**config.mk**
```make
export PLATFORM = sky130hd
export DESIGN_NAME = svsmc_stop_ctrl
export DESIGN_NICKNAME = d
export VERILOG_FILES = /design/src/svsmc_input_map.v /design/src/svsmc_delay.v /design/src/svsmc_stop_ctrl.v
export VERILOG_INCLUDE_DIRS = /design/src /design/src/src
export SDC_FILE = /design/constraint.sdc
export NUM_CORES = 1
export LEC_CHECK = 0
export BUFFER_PORTS_ARGS = -buffer_cell sky130_fd_sc_hd__buf_4
export CELL_PAD_IN_SITES_DETAIL_PLACEMENT = 0
export CELL_PAD_IN_SITES_GLOBAL_PLACEMENT = 1
export CORE_MARGIN = 5
export CORE_UTILIZATION = 48
export CTS_CLUSTER_DIAMETER = 60
export CTS_CLUSTER_SIZE = 40
export DETAILED_ROUTE_END_ITERATION = 8
export GPL_TIMING_DRIVEN = 0
export PLACE_DENSITY = 0.87
export SLEW_MARGIN = 40
export SYNTH_ARGS = -nofsm -noshare
export SYNTH_HDL_FRONTEND = slang
export SYNTH_SLANG_ARGS = --single-unit
```
**constraint.sdc**
```tcl
create_clock -name ref_clk -period 3.15 [get_ports ref_clk]
set_clock_uncertainty 0.15 [all_clocks]
set_input_delay 0.945 -clock ref_clk [delete_from_list [all_inputs] [get_ports ref_clk]]
set_output_delay 0.945 -clock ref_clk [all_outputs]
set_load 0.1 [all_outputs]
```
**src/svsmc_defs.vh**
```
`ifndef SVSMC_DEFS_VH
`define SVSMC_DEFS_VH

// ----------------------------------------
// Timing
// ----------------------------------------
`define SVSMC_CLK_MHZ 10
`define SVSMC_FRST_DELAY_US 3000
// Fault reset wait in clocks: 3 ms at 10 MHz
`define SVSMC_FRST_CYCLES 16'h7530

// ----------------------------------------
// Object indexes
// ----------------------------------------
`define SVSMC_IDX_QSTOP_OPT 16'h605A
`define SVSMC_IDX_DIS_OPT 16'h605C
`define SVSMC_IDX_FLT_OPT 16'h605E
`define SVSMC_IDX_ESTOP_LOGIC 16'h2000
`define SVSMC_IDX_IN_FUNC_BASE 16'h2001
`define SVSMC_IDX_IN_FUNC_LAST 16'h2005
`define SVSMC_IDX_STATUS 16'h2010

// ----------------------------------------
// Reset values
// ----------------------------------------
`define SVSMC_QSTOP_OPT_RST 16'h0002
`define SVSMC_DIS_OPT_RST 16'h0002
`define SVSMC_FLT_OPT_RST 16'h0001
`define SVSMC_ESTOP_LOGIC_RST 16'h0006
`define SVSMC_IN_FUNC_RST 16'h0000

// ----------------------------------------
// Codes
// ----------------------------------------
`define SVSMC_FN_FWD_NO 16'h0002
`define SVSMC_FN_REV_NO 16'h0003
`define SVSMC_FN_FWD_NC 16'h0066
`define SVSMC_FN_REV_NC 16'h0067
`define SVSMC_ESTOP_NO 16'h0006
`define SVSMC_ESTOP_NC 16'h006A
`define SVSMC_QSTOP_BIT 2
`define SVSMC_NUM_INPUTS 5

// Stop profile driven to the motion core
`define SVSMC_SM_COAST 2'h0
`define SVSMC_SM_DECEL 2'h1
`define SVSMC_SM_FAST 2'h2
`define SVSMC_SM_ZERO 2'h3

`endif

```
**src/svsmc_input_map.v**
```verilog
`timescale 1ns/10ps
`include "svsmc_defs.vh"

module svsmc_input_map (
    input wire [`SVSMC_NUM_INPUTS-1:0] gen_in,
    input wire [16*`SVSMC_NUM_INPUTS-1:0] in_func,
    output reg fwd_limit,
    output reg rev_limit
);
    integer i;
    reg [15:0] fn;

    always @* begin
        fwd_limit = 1'b0;
        rev_limit = 1'b0;
        fn = 16'h0000;
        for (i = 0; i < `SVSMC_NUM_INPUTS; i = i + 1) begin
            fn = in_func[16*i +: 16];
            // Normally open valid high, normally closed valid low
            if ((fn == `SVSMC_FN_FWD_NO && gen_in[i]) ||
                (fn == `SVSMC_FN_FWD_NC && !gen_in[i])) begin
                fwd_limit = 1'b1;
            end
            if ((fn == `SVSMC_FN_REV_NO && gen_in[i]) ||
                (fn == `SVSMC_FN_REV_NC && !gen_in[i])) begin
                rev_limit = 1'b1;
            end
        end
    end
endmodule

```
**src/svsmc_delay.v**
```verilog
`timescale 1ns/10ps
`include "svsmc_defs.vh"

module svsmc_delay #(
    parameter [15:0] COUNT = `SVSMC_FRST_CYCLES
) (
    input wire ref_clk,
    input wire resetn,
    input wire clk_en,
    input wire run,
    output wire done
);
    reg [15:0] cnt_ff;
    wire [15:0] nxt_cnt;

    // Counter restarts whenever run drops
    assign nxt_cnt = !run ? 16'h0000 : (done ? cnt_ff : cnt_ff + 16'h0001);
    assign done = run && (cnt_ff >= COUNT);

    always @(posedge ref_clk or negedge resetn) begin
        if (!resetn) begin
            cnt_ff <= 16'h0000;
        end else if (clk_en) begin
            cnt_ff <= nxt_cnt;
        end
    end
endmodule

```
**src/svsmc_stop_ctrl.v**
```verilog
`timescale 1ns/10ps
`include "svsmc_defs.vh"

// Summary of operation
// - Disable code 0: output off, coast
// - Disable code 1: ramp down, then off
// - Disable code used leaving operation enabled
// - Disable stop selection only in bus mode
// - Fault code 0 coast, 1 ramp, 2 fast
// - Fault code 3: max-current zero-speed stop
// - Fault stop runs before fault state
// - Overtravel: zero-speed stop, then position lock
// - Reverse command still accepted in overtravel
// - Five inputs assignable as limit functions
// - Codes 2/3 open, 102/103 closed
// - Emergency input triggers quick stop
// - Emergency logic 6 open, 106 closed
// - Brake stop: de-energise, brake holds
// - Zero-speed stop applies reverse torque
// - Drive-off end: unpowered, brake locks
// - Position-hold end keeps shaft locked
// - Control word bit 2 clear: quick stop

module svsmc_stop_ctrl #(
    parameter [15:0] FRST_CYCLES = `SVSMC_FRST_CYCLES
) (
    input wire ref_clk,
    input wire resetn,
    input wire clk_en,
    input wire [15:0] od_index,
    input wire od_wr,
    input wire [15:0] od_wdata,
    output reg [15:0] od_rdata_ff,
    input wire bus_mode,
    input wire [15:0] ctrl_word,
    input wire enable_req,
    input wire alarm_in,
    input wire fault_reset,
    input wire [4:0] gen_in,
    input wire estop_in,
    input wire cmd_fwd,
    input wire cmd_rev,
    input wire motor_stopped,
    input wire brake_fitted,
    output reg drive_on_ff,
    output reg [1:0] stop_mode_ff,
    output reg pos_lock_ff,
    output reg brake_hold_ff,
    output reg fault_out_ff,
    output reg fwd_block_ff,
    output reg rev_block_ff,
    output reg overtravel_ff,
    output reg [2:0] state_ff
);
    // ----------------------------------------
    // States
    // ----------------------------------------
    localparam [2:0] ST_SWON = 3'h0;
    localparam [2:0] ST_OPEN = 3'h1;
    localparam [2:0] ST_DSTOP = 3'h2;
    localparam [2:0] ST_QSTOP = 3'h3;
    localparam [2:0] ST_FSTOP = 3'h4;
    localparam [2:0] ST_FAULT = 3'h5;
    localparam [2:0] ST_FRST = 3'h6;

    // ----------------------------------------
    // Object registers
    // ----------------------------------------
    reg [15:0] qstop_opt_ff;
    reg [15:0] dis_opt_ff;
    reg [15:0] flt_opt_ff;
    reg [15:0] estop_logic_ff;
    reg [16*`SVSMC_NUM_INPUTS-1:0] in_func_ff;
    reg [15:0] nxt_rdata;
    integer k;

    always @(posedge ref_clk or negedge resetn) begin
        if (!resetn) begin
            qstop_opt_ff <= `SVSMC_QSTOP_OPT_RST;
            dis_opt_ff <= `SVSMC_DIS_OPT_RST;
            flt_opt_ff <= `SVSMC_FLT_OPT_RST;
            estop_logic_ff <= `SVSMC_ESTOP_LOGIC_RST;
            in_func_ff <= {`SVSMC_NUM_INPUTS{`SVSMC_IN_FUNC_RST}};
        end else if (clk_en && od_wr) begin
            if (od_index == `SVSMC_IDX_QSTOP_OPT) begin
                qstop_opt_ff <= od_wdata;
            end else if (od_index == `SVSMC_IDX_DIS_OPT) begin
                dis_opt_ff <= od_wdata;
            end else if (od_index == `SVSMC_IDX_FLT_OPT) begin
                flt_opt_ff <= od_wdata;
            end else if (od_index == `SVSMC_IDX_ESTOP_LOGIC) begin
                estop_logic_ff <= od_wdata;
            end else if (od_index >= `SVSMC_IDX_IN_FUNC_BASE &&
                         od_index <= `SVSMC_IDX_IN_FUNC_LAST) begin
                for (k = 0; k < `SVSMC_NUM_INPUTS; k = k + 1) begin
                    if (od_index == `SVSMC_IDX_IN_FUNC_BASE + k[15:0]) begin
                        in_func_ff[16*k +: 16] <= od_wdata;
                    end
                end
            end
        end
    end

    always @* begin
        nxt_rdata = 16'h0000;
        if (od_index == `SVSMC_IDX_QSTOP_OPT) begin
            nxt_rdata = qstop_opt_ff;
        end else if (od_index == `SVSMC_IDX_DIS_OPT) begin
            nxt_rdata = dis_opt_ff;
        end else if (od_index == `SVSMC_IDX_FLT_OPT) begin
            nxt_rdata = flt_opt_ff;
        end else if (od_index == `SVSMC_IDX_ESTOP_LOGIC) begin
            nxt_rdata = estop_logic_ff;
        end else if (od_index >= `SVSMC_IDX_IN_FUNC_BASE &&
                     od_index <= `SVSMC_IDX_IN_FUNC_LAST) begin
            for (k = 0; k < `SVSMC_NUM_INPUTS; k = k + 1) begin
                if (od_index == `SVSMC_IDX_IN_FUNC_BASE + k[15:0]) begin
                    nxt_rdata = in_func_ff[16*k +: 16];
                end
            end
        end else if (od_index == `SVSMC_IDX_STATUS) begin
            nxt_rdata = {5'h00, state_ff, drive_on_ff, stop_mode_ff, pos_lock_ff,
                         fault_out_ff, overtravel_ff, fwd_block_ff, rev_block_ff};
        end
    end

    always @(posedge ref_clk or negedge resetn) begin
        if (!resetn) begin
            od_rdata_ff <= 16'h0000;
        end else if (clk_en) begin
            od_rdata_ff <= nxt_rdata;
        end
    end

    // ----------------------------------------
    // Input decode
    // ----------------------------------------
    wire fwd_limit;
    wire rev_limit;
    wire estop_valid;
    wire qstop_req;
    wire frst_done;

    svsmc_input_map u_map (
        .gen_in(gen_in),
        .in_func(in_func_ff),
        .fwd_limit(fwd_limit),
        .rev_limit(rev_limit)
    );

    // Unknown logic codes fall back to open contact handling
    assign estop_valid = (estop_logic_ff == `SVSMC_ESTOP_NC) ? !estop_in
                                                             : estop_in;
    assign qstop_req = estop_valid || !ctrl_word[`SVSMC_QSTOP_BIT];

    svsmc_delay #(
        .COUNT(FRST_CYCLES)
    ) u_frst (
        .ref_clk(ref_clk),
        .resetn(resetn),
        .clk_en(clk_en),
        .run(state_ff == ST_FRST),
        .done(frst_done)
    );

    // ----------------------------------------
    // Stop selection
    // ----------------------------------------
    function [1:0] map_opt;
        input [15:0] opt;
        begin
            if (opt == 16'h0001) begin
                map_opt = `SVSMC_SM_DECEL;
            end else if (opt == 16'h0002) begin
                map_opt = `SVSMC_SM_FAST;
            end else if (opt == 16'h0003) begin
                map_opt = `SVSMC_SM_ZERO;
            end else begin
                map_opt = `SVSMC_SM_COAST;
            end
        end
    endfunction

    reg [2:0] nxt_state;
    reg [1:0] nxt_mode;
    reg nxt_drive;
    reg nxt_lock;
    reg nxt_fault;
    reg nxt_ot;
    wire ot_hit;

    // Only the direction pushing into a valid limit is stopped
    assign ot_hit = (fwd_limit && cmd_fwd) || (rev_limit && cmd_rev);

    always @* begin
        nxt_state = state_ff;
        nxt_mode = stop_mode_ff;
        nxt_drive = drive_on_ff;
        nxt_lock = pos_lock_ff;
        nxt_fault = fault_out_ff;
        nxt_ot = overtravel_ff;
        case (state_ff)
            ST_SWON: begin
                nxt_drive = 1'b0;
                nxt_lock = 1'b0;
                if (alarm_in) begin
                    nxt_state = ST_FAULT;
                    nxt_fault = 1'b1;
                end else if (enable_req && !qstop_req) begin
                    nxt_state = ST_OPEN;
                    nxt_drive = 1'b1;
                    nxt_mode = `SVSMC_SM_COAST;
                end
            end
            ST_OPEN: begin
                if (alarm_in) begin
                    nxt_state = ST_FSTOP;
                    nxt_mode = map_opt(flt_opt_ff);
                    nxt_ot = 1'b0;
                    nxt_lock = 1'b0;
                end else if (qstop_req) begin
                    nxt_state = ST_QSTOP;
                    nxt_mode = map_opt(qstop_opt_ff);
                    nxt_ot = 1'b0;
                    nxt_lock = 1'b0;
                end else if (!enable_req) begin
                    nxt_state = ST_DSTOP;
                    nxt_ot = 1'b0;
                    nxt_lock = 1'b0;
                    // Outside bus mode the selection is ignored: plain coast
                    nxt_mode = bus_mode ? map_opt(dis_opt_ff)
                                        : `SVSMC_SM_COAST;
                end else if (ot_hit) begin
                    nxt_ot = 1'b1;
                    nxt_mode = `SVSMC_SM_ZERO;
                    if (motor_stopped) begin
                        nxt_lock = 1'b1;
                    end
                end else begin
                    nxt_ot = 1'b0;
                    nxt_lock = 1'b0;
                    nxt_mode = `SVSMC_SM_COAST;
                end
            end
            ST_DSTOP, ST_QSTOP, ST_FSTOP: begin
                if (state_ff != ST_FSTOP && alarm_in) begin
                    nxt_state = ST_FSTOP;
                    nxt_mode = map_opt(flt_opt_ff);
                end else if (motor_stopped || stop_mode_ff == `SVSMC_SM_COAST) begin
                    // Coast cuts output at once, a ramp only once at rest
                    nxt_drive = 1'b0;
                    nxt_mode = `SVSMC_SM_COAST;
                    if (state_ff == ST_FSTOP) begin
                        nxt_state = ST_FAULT;
                        nxt_fault = 1'b1;
                    end else if (motor_stopped) begin
                        nxt_state = ST_SWON;
                    end
                end
            end
            ST_FAULT: begin
                nxt_drive = 1'b0;
                nxt_fault = 1'b1;
                if (fault_reset && !alarm_in) begin
                    nxt_state = ST_FRST;
                end
            end
            ST_FRST: begin
                if (alarm_in) begin
                    nxt_state = ST_FAULT;
                end else if (frst_done) begin
                    nxt_state = ST_SWON;
                    nxt_fault = 1'b0;
                end
            end
            default: begin
                nxt_state = ST_SWON;
            end
        endcase
    end

    always @(posedge ref_clk or negedge resetn) begin
        if (!resetn) begin
            state_ff <= ST_SWON;
            stop_mode_ff <= `SVSMC_SM_COAST;
            drive_on_ff <= 1'b0;
            pos_lock_ff <= 1'b0;
            brake_hold_ff <= 1'b0;
            fault_out_ff <= 1'b0;
            overtravel_ff <= 1'b0;
            fwd_block_ff <= 1'b0;
            rev_block_ff <= 1'b0;
        end else if (clk_en) begin
            state_ff <= nxt_state;
            stop_mode_ff <= nxt_mode;
            drive_on_ff <= nxt_drive;
            pos_lock_ff <= nxt_lock;
            // Brake holds whenever a brake is fitted and the motor is unpowered
            brake_hold_ff <= brake_fitted && !nxt_drive;
            fault_out_ff <= nxt_fault;
            overtravel_ff <= nxt_ot;
            fwd_block_ff <= fwd_limit;
            rev_block_ff <= rev_limit;
        end
    end
endmodule

```
# [Word level (Yosys, flattened, before mapping)]
# Index checks and enable logic that the tools add are counted.
# Widths: inputs -> output; s select.
[op_classes] n_addsub=1 n_mul=0 div_mod_pow=0 magnitude_cmp=3 n_eq_ne=63 shift=0 mux=78 bitwise=4 reduce_logical=73
[ops] operator="$eq 16x2->1 const B" n=16
[ops] operator="$mux 16" n=12
[ops] operator="$eq 16x7->1 const B" n=11
[ops] operator="$eq 16x14->1 const B" n=7
[ops] operator="$eq 16x1->1 const B" n=3
[ops] operator="$eq 16x15->1 const B" n=3
[ops] operator="$reduce_and 7->1" n=6
[ops] operator="$mux 2" n=18
[ops] operator="$mux 3" n=12
[ops] operator="$mux 1" n=30
[ops] operator="$logic_and 1x1->1" n=29
[ops] operator="$ne 2x2->1 const B" n=10
[ops] operator="$add 16x1->16 const B" n=1
[ops] operator="$ge 16x14->1 const B" n=1
[ops] operator="$ge 16x15->1 const B" n=1
[ops] operator="$le 16x14->1 const B" n=1
[ops] operator="$pmux 3 s5" n=1
[ops] operator="$logic_or 1x1->1" n=13
[ops] operator="$ne 3x3->1 const B" n=4
[ops] operator="$mux 11" n=1
[ops] operator="$logic_not 1->1" n=10
[ops] operator="$reduce_and 5->1" n=2
[ops] operator="$eq 3x3->1 const B" n=3
[ops] operator="$ne 4x4->1 const B" n=2
[ops] operator="other kinds (18)" n=25
[totals] register_bits=188 latch_bits=0 ram_bits=0 romBits=0 inputBits=66 output_inout_bits=28 wordCells=242 mem_count=0

# [Logic depth before layout (Yosys ltp)]
[logic_depth] depth_word=15 ltp_mapped=9 depth_no_buf=6

# [By module]
# From an unflattened synthesis, not the netlist that was laid out.
[unflattened] cells_unflattened=880 area_unflattened_um2=10018.4
[by_module_without_submodules] mod="svsmc_stop_ctrl" n_inst=1 cells_per_inst=713 area_per_inst_um2=8579.5 seq_area_each_um2=4310.4
[by_module_without_submodules] mod="svsmc_delay" n_inst=1 cells_per_inst=126 area_per_inst_um2=1109.8 seq_area_each_um2=400.4
[by_module_without_submodules] mod="svsmc_input_map" n_inst=1 cells_per_inst=41 area_per_inst_um2=329.1 seq_area_each_um2=0.0

# [Least setup slack after synthesis]
# No wires, ideal clock.
[synth_path] path_type="input port to flip-flop" start="input port od_index[7]" end="register in_func_ff[37]" setup_ns=0.125 t_arrival_ns=3.269 t_required_ns=2.875 path_slack_ns=-0.394 cell_stages=9 path_buffers=3 cell_sequence="or4b_4 > and4bb_1 > buf_6 > nand2_4 > nor4_4 > and4_1 > buf_6 > buf_12 > mux2_4"
[synth_via] elab_chain_cells=3 elab_cells_between_ends=13 classes_between="order compare: 2; eq/ne: 5; bitwise: 4; reduce/logical: 2"
[synth_lines] element="start: declaration" line="svsmc_stop_ctrl.v:30" rtl="input wire [15:0] od_index,"
[synth_lines] element="$ge 16x14->1 (no line) (tied with other cells)"
[synth_lines] element="$logic_and 1x1->1 (no line) / $not 1->1 (equally long branches)"
[synth_lines] element="$reduce_and 7->1 (no line) (*)"
[synth_lines] element="end signal: assignment" line="svsmc_stop_ctrl.v:83" rtl="in_func_ff <= {`SVSMC_NUM_INPUTS{`SVSMC_IN_FUNC_RST}};"
[synth_lines] element="end signal: indexed assignment" line="svsmc_stop_ctrl.v:97" rtl="in_func_ff[16*k +: 16] <= od_wdata;"
[synth_lines] element="end: declaration" line="svsmc_stop_ctrl.v:73" rtl="reg [16*`SVSMC_NUM_INPUTS-1:0] in_func_ff;"
# Mark *: on every way between the ends. The rest lies on a longest branch, timed or not.
# A chain may end at the register's enable or synchronous reset.

# [Worst setup path in the final report]
[layout_path] start="input port od_index[9]" end="register in_func_ff[44]"
# Same word-level chain as after synthesis.

==> results.py <==
metrics = {
    "global_routing": {
        "grt_pass1_wl_um": 45600,
        "grt_max_degree": 56,
        "gr-total-overflow": 0,
        "grt_pass1_vias": 7754,
        "grt_use_total_pct": 25.1,
        "antenna_found_initial": 0,
    },
    "worst_setup_path": {
        "crit_path_max_fanout": 6,
        "worstReg2RegStart": "estop_logic_ff[10]$_DFFE_PN0P_",
        "crit_arrival_ns": 3.31,
        "criticalPathCategory": "in -> reg",
        "required_ns": 3.32,
        "crit_start": "od_index[9]",
        "start_kind": "primary input",
        "end_kind": "flip-flop",
        "rrSetupSlack_ns": 0.27,
        "reg2reg_depth": 6,
        "regToRegEndpoint": "state_ff[1]$_DFFE_PN0P_",
    },
    "power": {
        "power_leakage_nw": 5.50,
        "peakVddDrop_uv": 307,
        "p_total_mw": 5.59,
        "pwr_density_cell_mw_per_mm2": 478,
    },
    "drt": {
        "drc": 0,
        "vias_per_cell": 6.29,
        "drt_iter0_drc": 849,
        "vias": 7751,
        "dr.pass1.iters": 6,
        "ant_nets": 0,
        "routedWlPerCell_um": 23.7,
        "drt-total-wl_um": 29200,
    },
    "cells_and_area": {
        "final_cells": 1232,
        "num_antenna_cells": 0,
        "final_nets": 1017,
        "drive_above_1_share_pct": 36.5,
        "syn_to_final_growth_pct": 19.9,
    },
    "sta": {
        "finalSetupViolCount": 0,
        "max_slew_margin_pct": 52.6,
        "period_share_pct": 99.8,
        "layout_setup_ws_ns": 0.00635,
        "rsz0062_at_grt": "yes",
        "finalHoldViolCount": 0,
        "drv_slew": 0,
        "tightestPinTransition_ns": 0.704,
        "fin_crit_ns": 3.14,
        "fmax_mhz": 318,
        "fin_hold_ws_ns": 0.219,
        "setup_tns_ns": 0,
    },
    "cts": {
        "clkSinkCount": 188,
        "ctsLongestPathBuffers": 2,
        "hold_buffers": 0,
        "cts_made_buffers": 17,
        "root_buffer": "clkbuf_16",
        "htree_levels": 4,
        "cts_tree": "built",
        "cts.clk_slew.worst_paths_ns": 0.07,
        "clkLatencyLatePin_ns": 0.44,
    },
    "placed_design": {
        "dp_hpwl_um": 21100,
        "gp_congestion": 0.887,
        "port_buffers": 77,
        "dp_cells": 1181,
        "place_ws_ns": -0.918,
    },
    "logic_synthesis": {
        "synth-edff-count": 0,
        "syn_area_per_cell_um2": 11.7,
        "ys.flop_type": "dfrtp_1",
        "yosysSeqAreaShare_pct": 48.3,
        "ys_seq_elements": 188,
        "synthDistinctLibCells": 77,
        "synthCells": 831,
        "synth.net_count": 899,
        "yosys_warnings": 0,
        "netlist_area_mm2": 0.00975,
        "synthArstFlopShare_pct": 100,
    },
    "status": {
        "status": "finished clean",
    },
    "die": {
        "coreArea_mm2": 0.0201,
        "start_util_pct": 48.5,
        "die_h_um": 153,
        "die_x_um": 153,
        "rows": 52,
        "dieArea_mm2": 0.0233,
        "io_pins": 94,
    },
    "min_path": {
        "hold_class": "in -> async",
    },
    "flow_run": {
        "timing.max_cap.violations": 0,
    },
}
[what timing repair did]
item / CTS / global route
resized for setup: 16 / 27
cloned: 0 / 1
endpoints found under the hold margin: 0 / 0
buffers inserted: 13 / 7
pin swaps: 7 / 4
endpoints found under the setup margin: 140 / 90
[synthesized netlist by cell type, drive strengths merged, types with 6 or more instances]
master / n / area share, %
o21ai: 17 / 0.87
a221oi: 10 / 0.90
nand3: 11 / 0.56
a222oi: 12 / 1.2
a22oi: 10 / 0.77
nor2: 47 / 1.8
a22o: 8 / 0.72
nand3b: 9 / 0.69
mux2: 162 / 19
xnor2: 10 / 0.90
inv: 16 / 0.62
nor4b: 14 / 1.3
a31oi: 8 / 0.51
nand2b: 9 / 0.58
o22ai: 9 / 0.58
dfrtp: 183 / 47
and2: 15 / 0.96
a32o: 6 / 0.62
a21oi: 17 / 0.87
o31ai: 6 / 0.46
clkbuf: 27 / 1.0
nor4: 28 / 2.0
nand2: 48 / 1.9
nand4: 7 / 0.76
buf: 16 / 1.3
o211ai: 6 / 0.46
nor2b: 8 / 0.51
nor3: 16 / 0.87
and3: 8 / 0.51
[placed cells by master, fill, tap and decap left out, types with 8 or more instances in the layout]
master,Yosys,final
a21oi_1,17,17
a221oi_1,10,10
a222oi_1,12,12
a22o_1,8,8
a22oi_1,10,10
a31oi_1,8,8
and2_1,14,14
and3_1,8,8
buf_4,0,91
buf_6,6,13
clkbuf_1,27,15
clkbuf_16,0,18
dfrtp_1,183,183
inv_1,16,16
mux2_2,142,141
mux2_4,20,21
nand2_1,47,46
nand2b_1,9,9
nand3_1,11,11
nand3b_1,9,9
nor2_1,46,45
nor2b_1,8,8
nor3_1,15,14
nor4_1,26,22
nor4b_1,13,13
o21ai_0,17,17
o22ai_1,9,9
xnor2_1,10,10
[flip-flops by register name, indices dropped and copies added (netlist names), 2 cells and up]
register / flops
qstop_opt_ff: 16
u_frst.cnt_ff: 16
estop_logic_ff: 16
flt_opt_ff: 16
od_rdata_ff: 16
dis_opt_ff: 16
state_ff: 3
in_func_ff: 80
stop_mode_ff: 2
[through the flow]
stage | util, % | area, µm²
2_1_floorplan | - | 9770
3_3_place_gp | 53.1 | 10700
3_5_place_dp | 53.6 | 10800
4_1_cts | 57.4 | 11500
5_1_grt | 58.1 | 11700
6_report | 58.1 | 11700
[worst max-delay path: stages]
cell and delay (ns):
buf_6 0.09, or4_4 0.59, nor4_4 0.31, and2_1 0.19, buf_6 0.15, nor4_4 0.06, buf_6 0.17, and4_1 0.21
buf_6 0.15, clkbuf_16 0.17, mux2_4 0.29
[layer usage]
layer  up-vias  wire, µm  global-route usage [%]
li1       3424         -                       -
met1      3924     12900                    36.1
met2       355     13200                    38.0
met3        48      2340                    5.54
met4         0       786                    8.40
met5         -         0                       0
[cell families (layout without fill, tap and decap cells)]
kind of cell	after synthesis	in the layout	synth area share (%)
adder cells (fa/ha/maj)	2	2	0.257
flip-flops	188	188	48.3
multiplexers	166	166	19.9
buffers and inverters	60	191	3.00
AO/OA/AOI/OAI	149	149	11.5
AND/OR/NAND/NOR	256	256	16.1
XOR/XNOR	10	10	0.899
[area by class of cell]
type | instances | area (µm²)
Clock buffer | 18 | 439
Tap cell | 270 | 338
Timing Repair Buffer | 101 | 875
Fill cell | 1689 | 8420
Clock inverter | 14 | 156
Buffer | 41 | 263
Sequential cell | 188 | 4710
Multi-Input combinational cell | 583 | 4840
Inverter | 17 | 63.8
[worst max-delay path by stage]
| stage | endpoint | cells past startpoint |
|---|---|---|
| floorplan | in_func_ff[37]$_DFFE_PN0P_ | 9 |
| global placement | od_rdata_ff[10]$_DFFE_PN0P_ | 9 |
| detailed placement | od_rdata_ff[6]$_DFFE_PN0P_ | 9 |
| CTS | in_func_ff[40]$_DFFE_PN0P_ | 12 |
| global route | in_func_ff[44]$_DFFE_PN0P_ | 11 |
| finish | in_func_ff[44]$_DFFE_PN0P_ | 11 |
[where the power goes]
group | switching [mW] | internal (mW)
clock | 0.987 | 1.21
combinational | 0.661 | 0.243
sequential | 0.0371 | 2.45
total | 1.68 | 3.91
(Power assumes the default switching activity.)
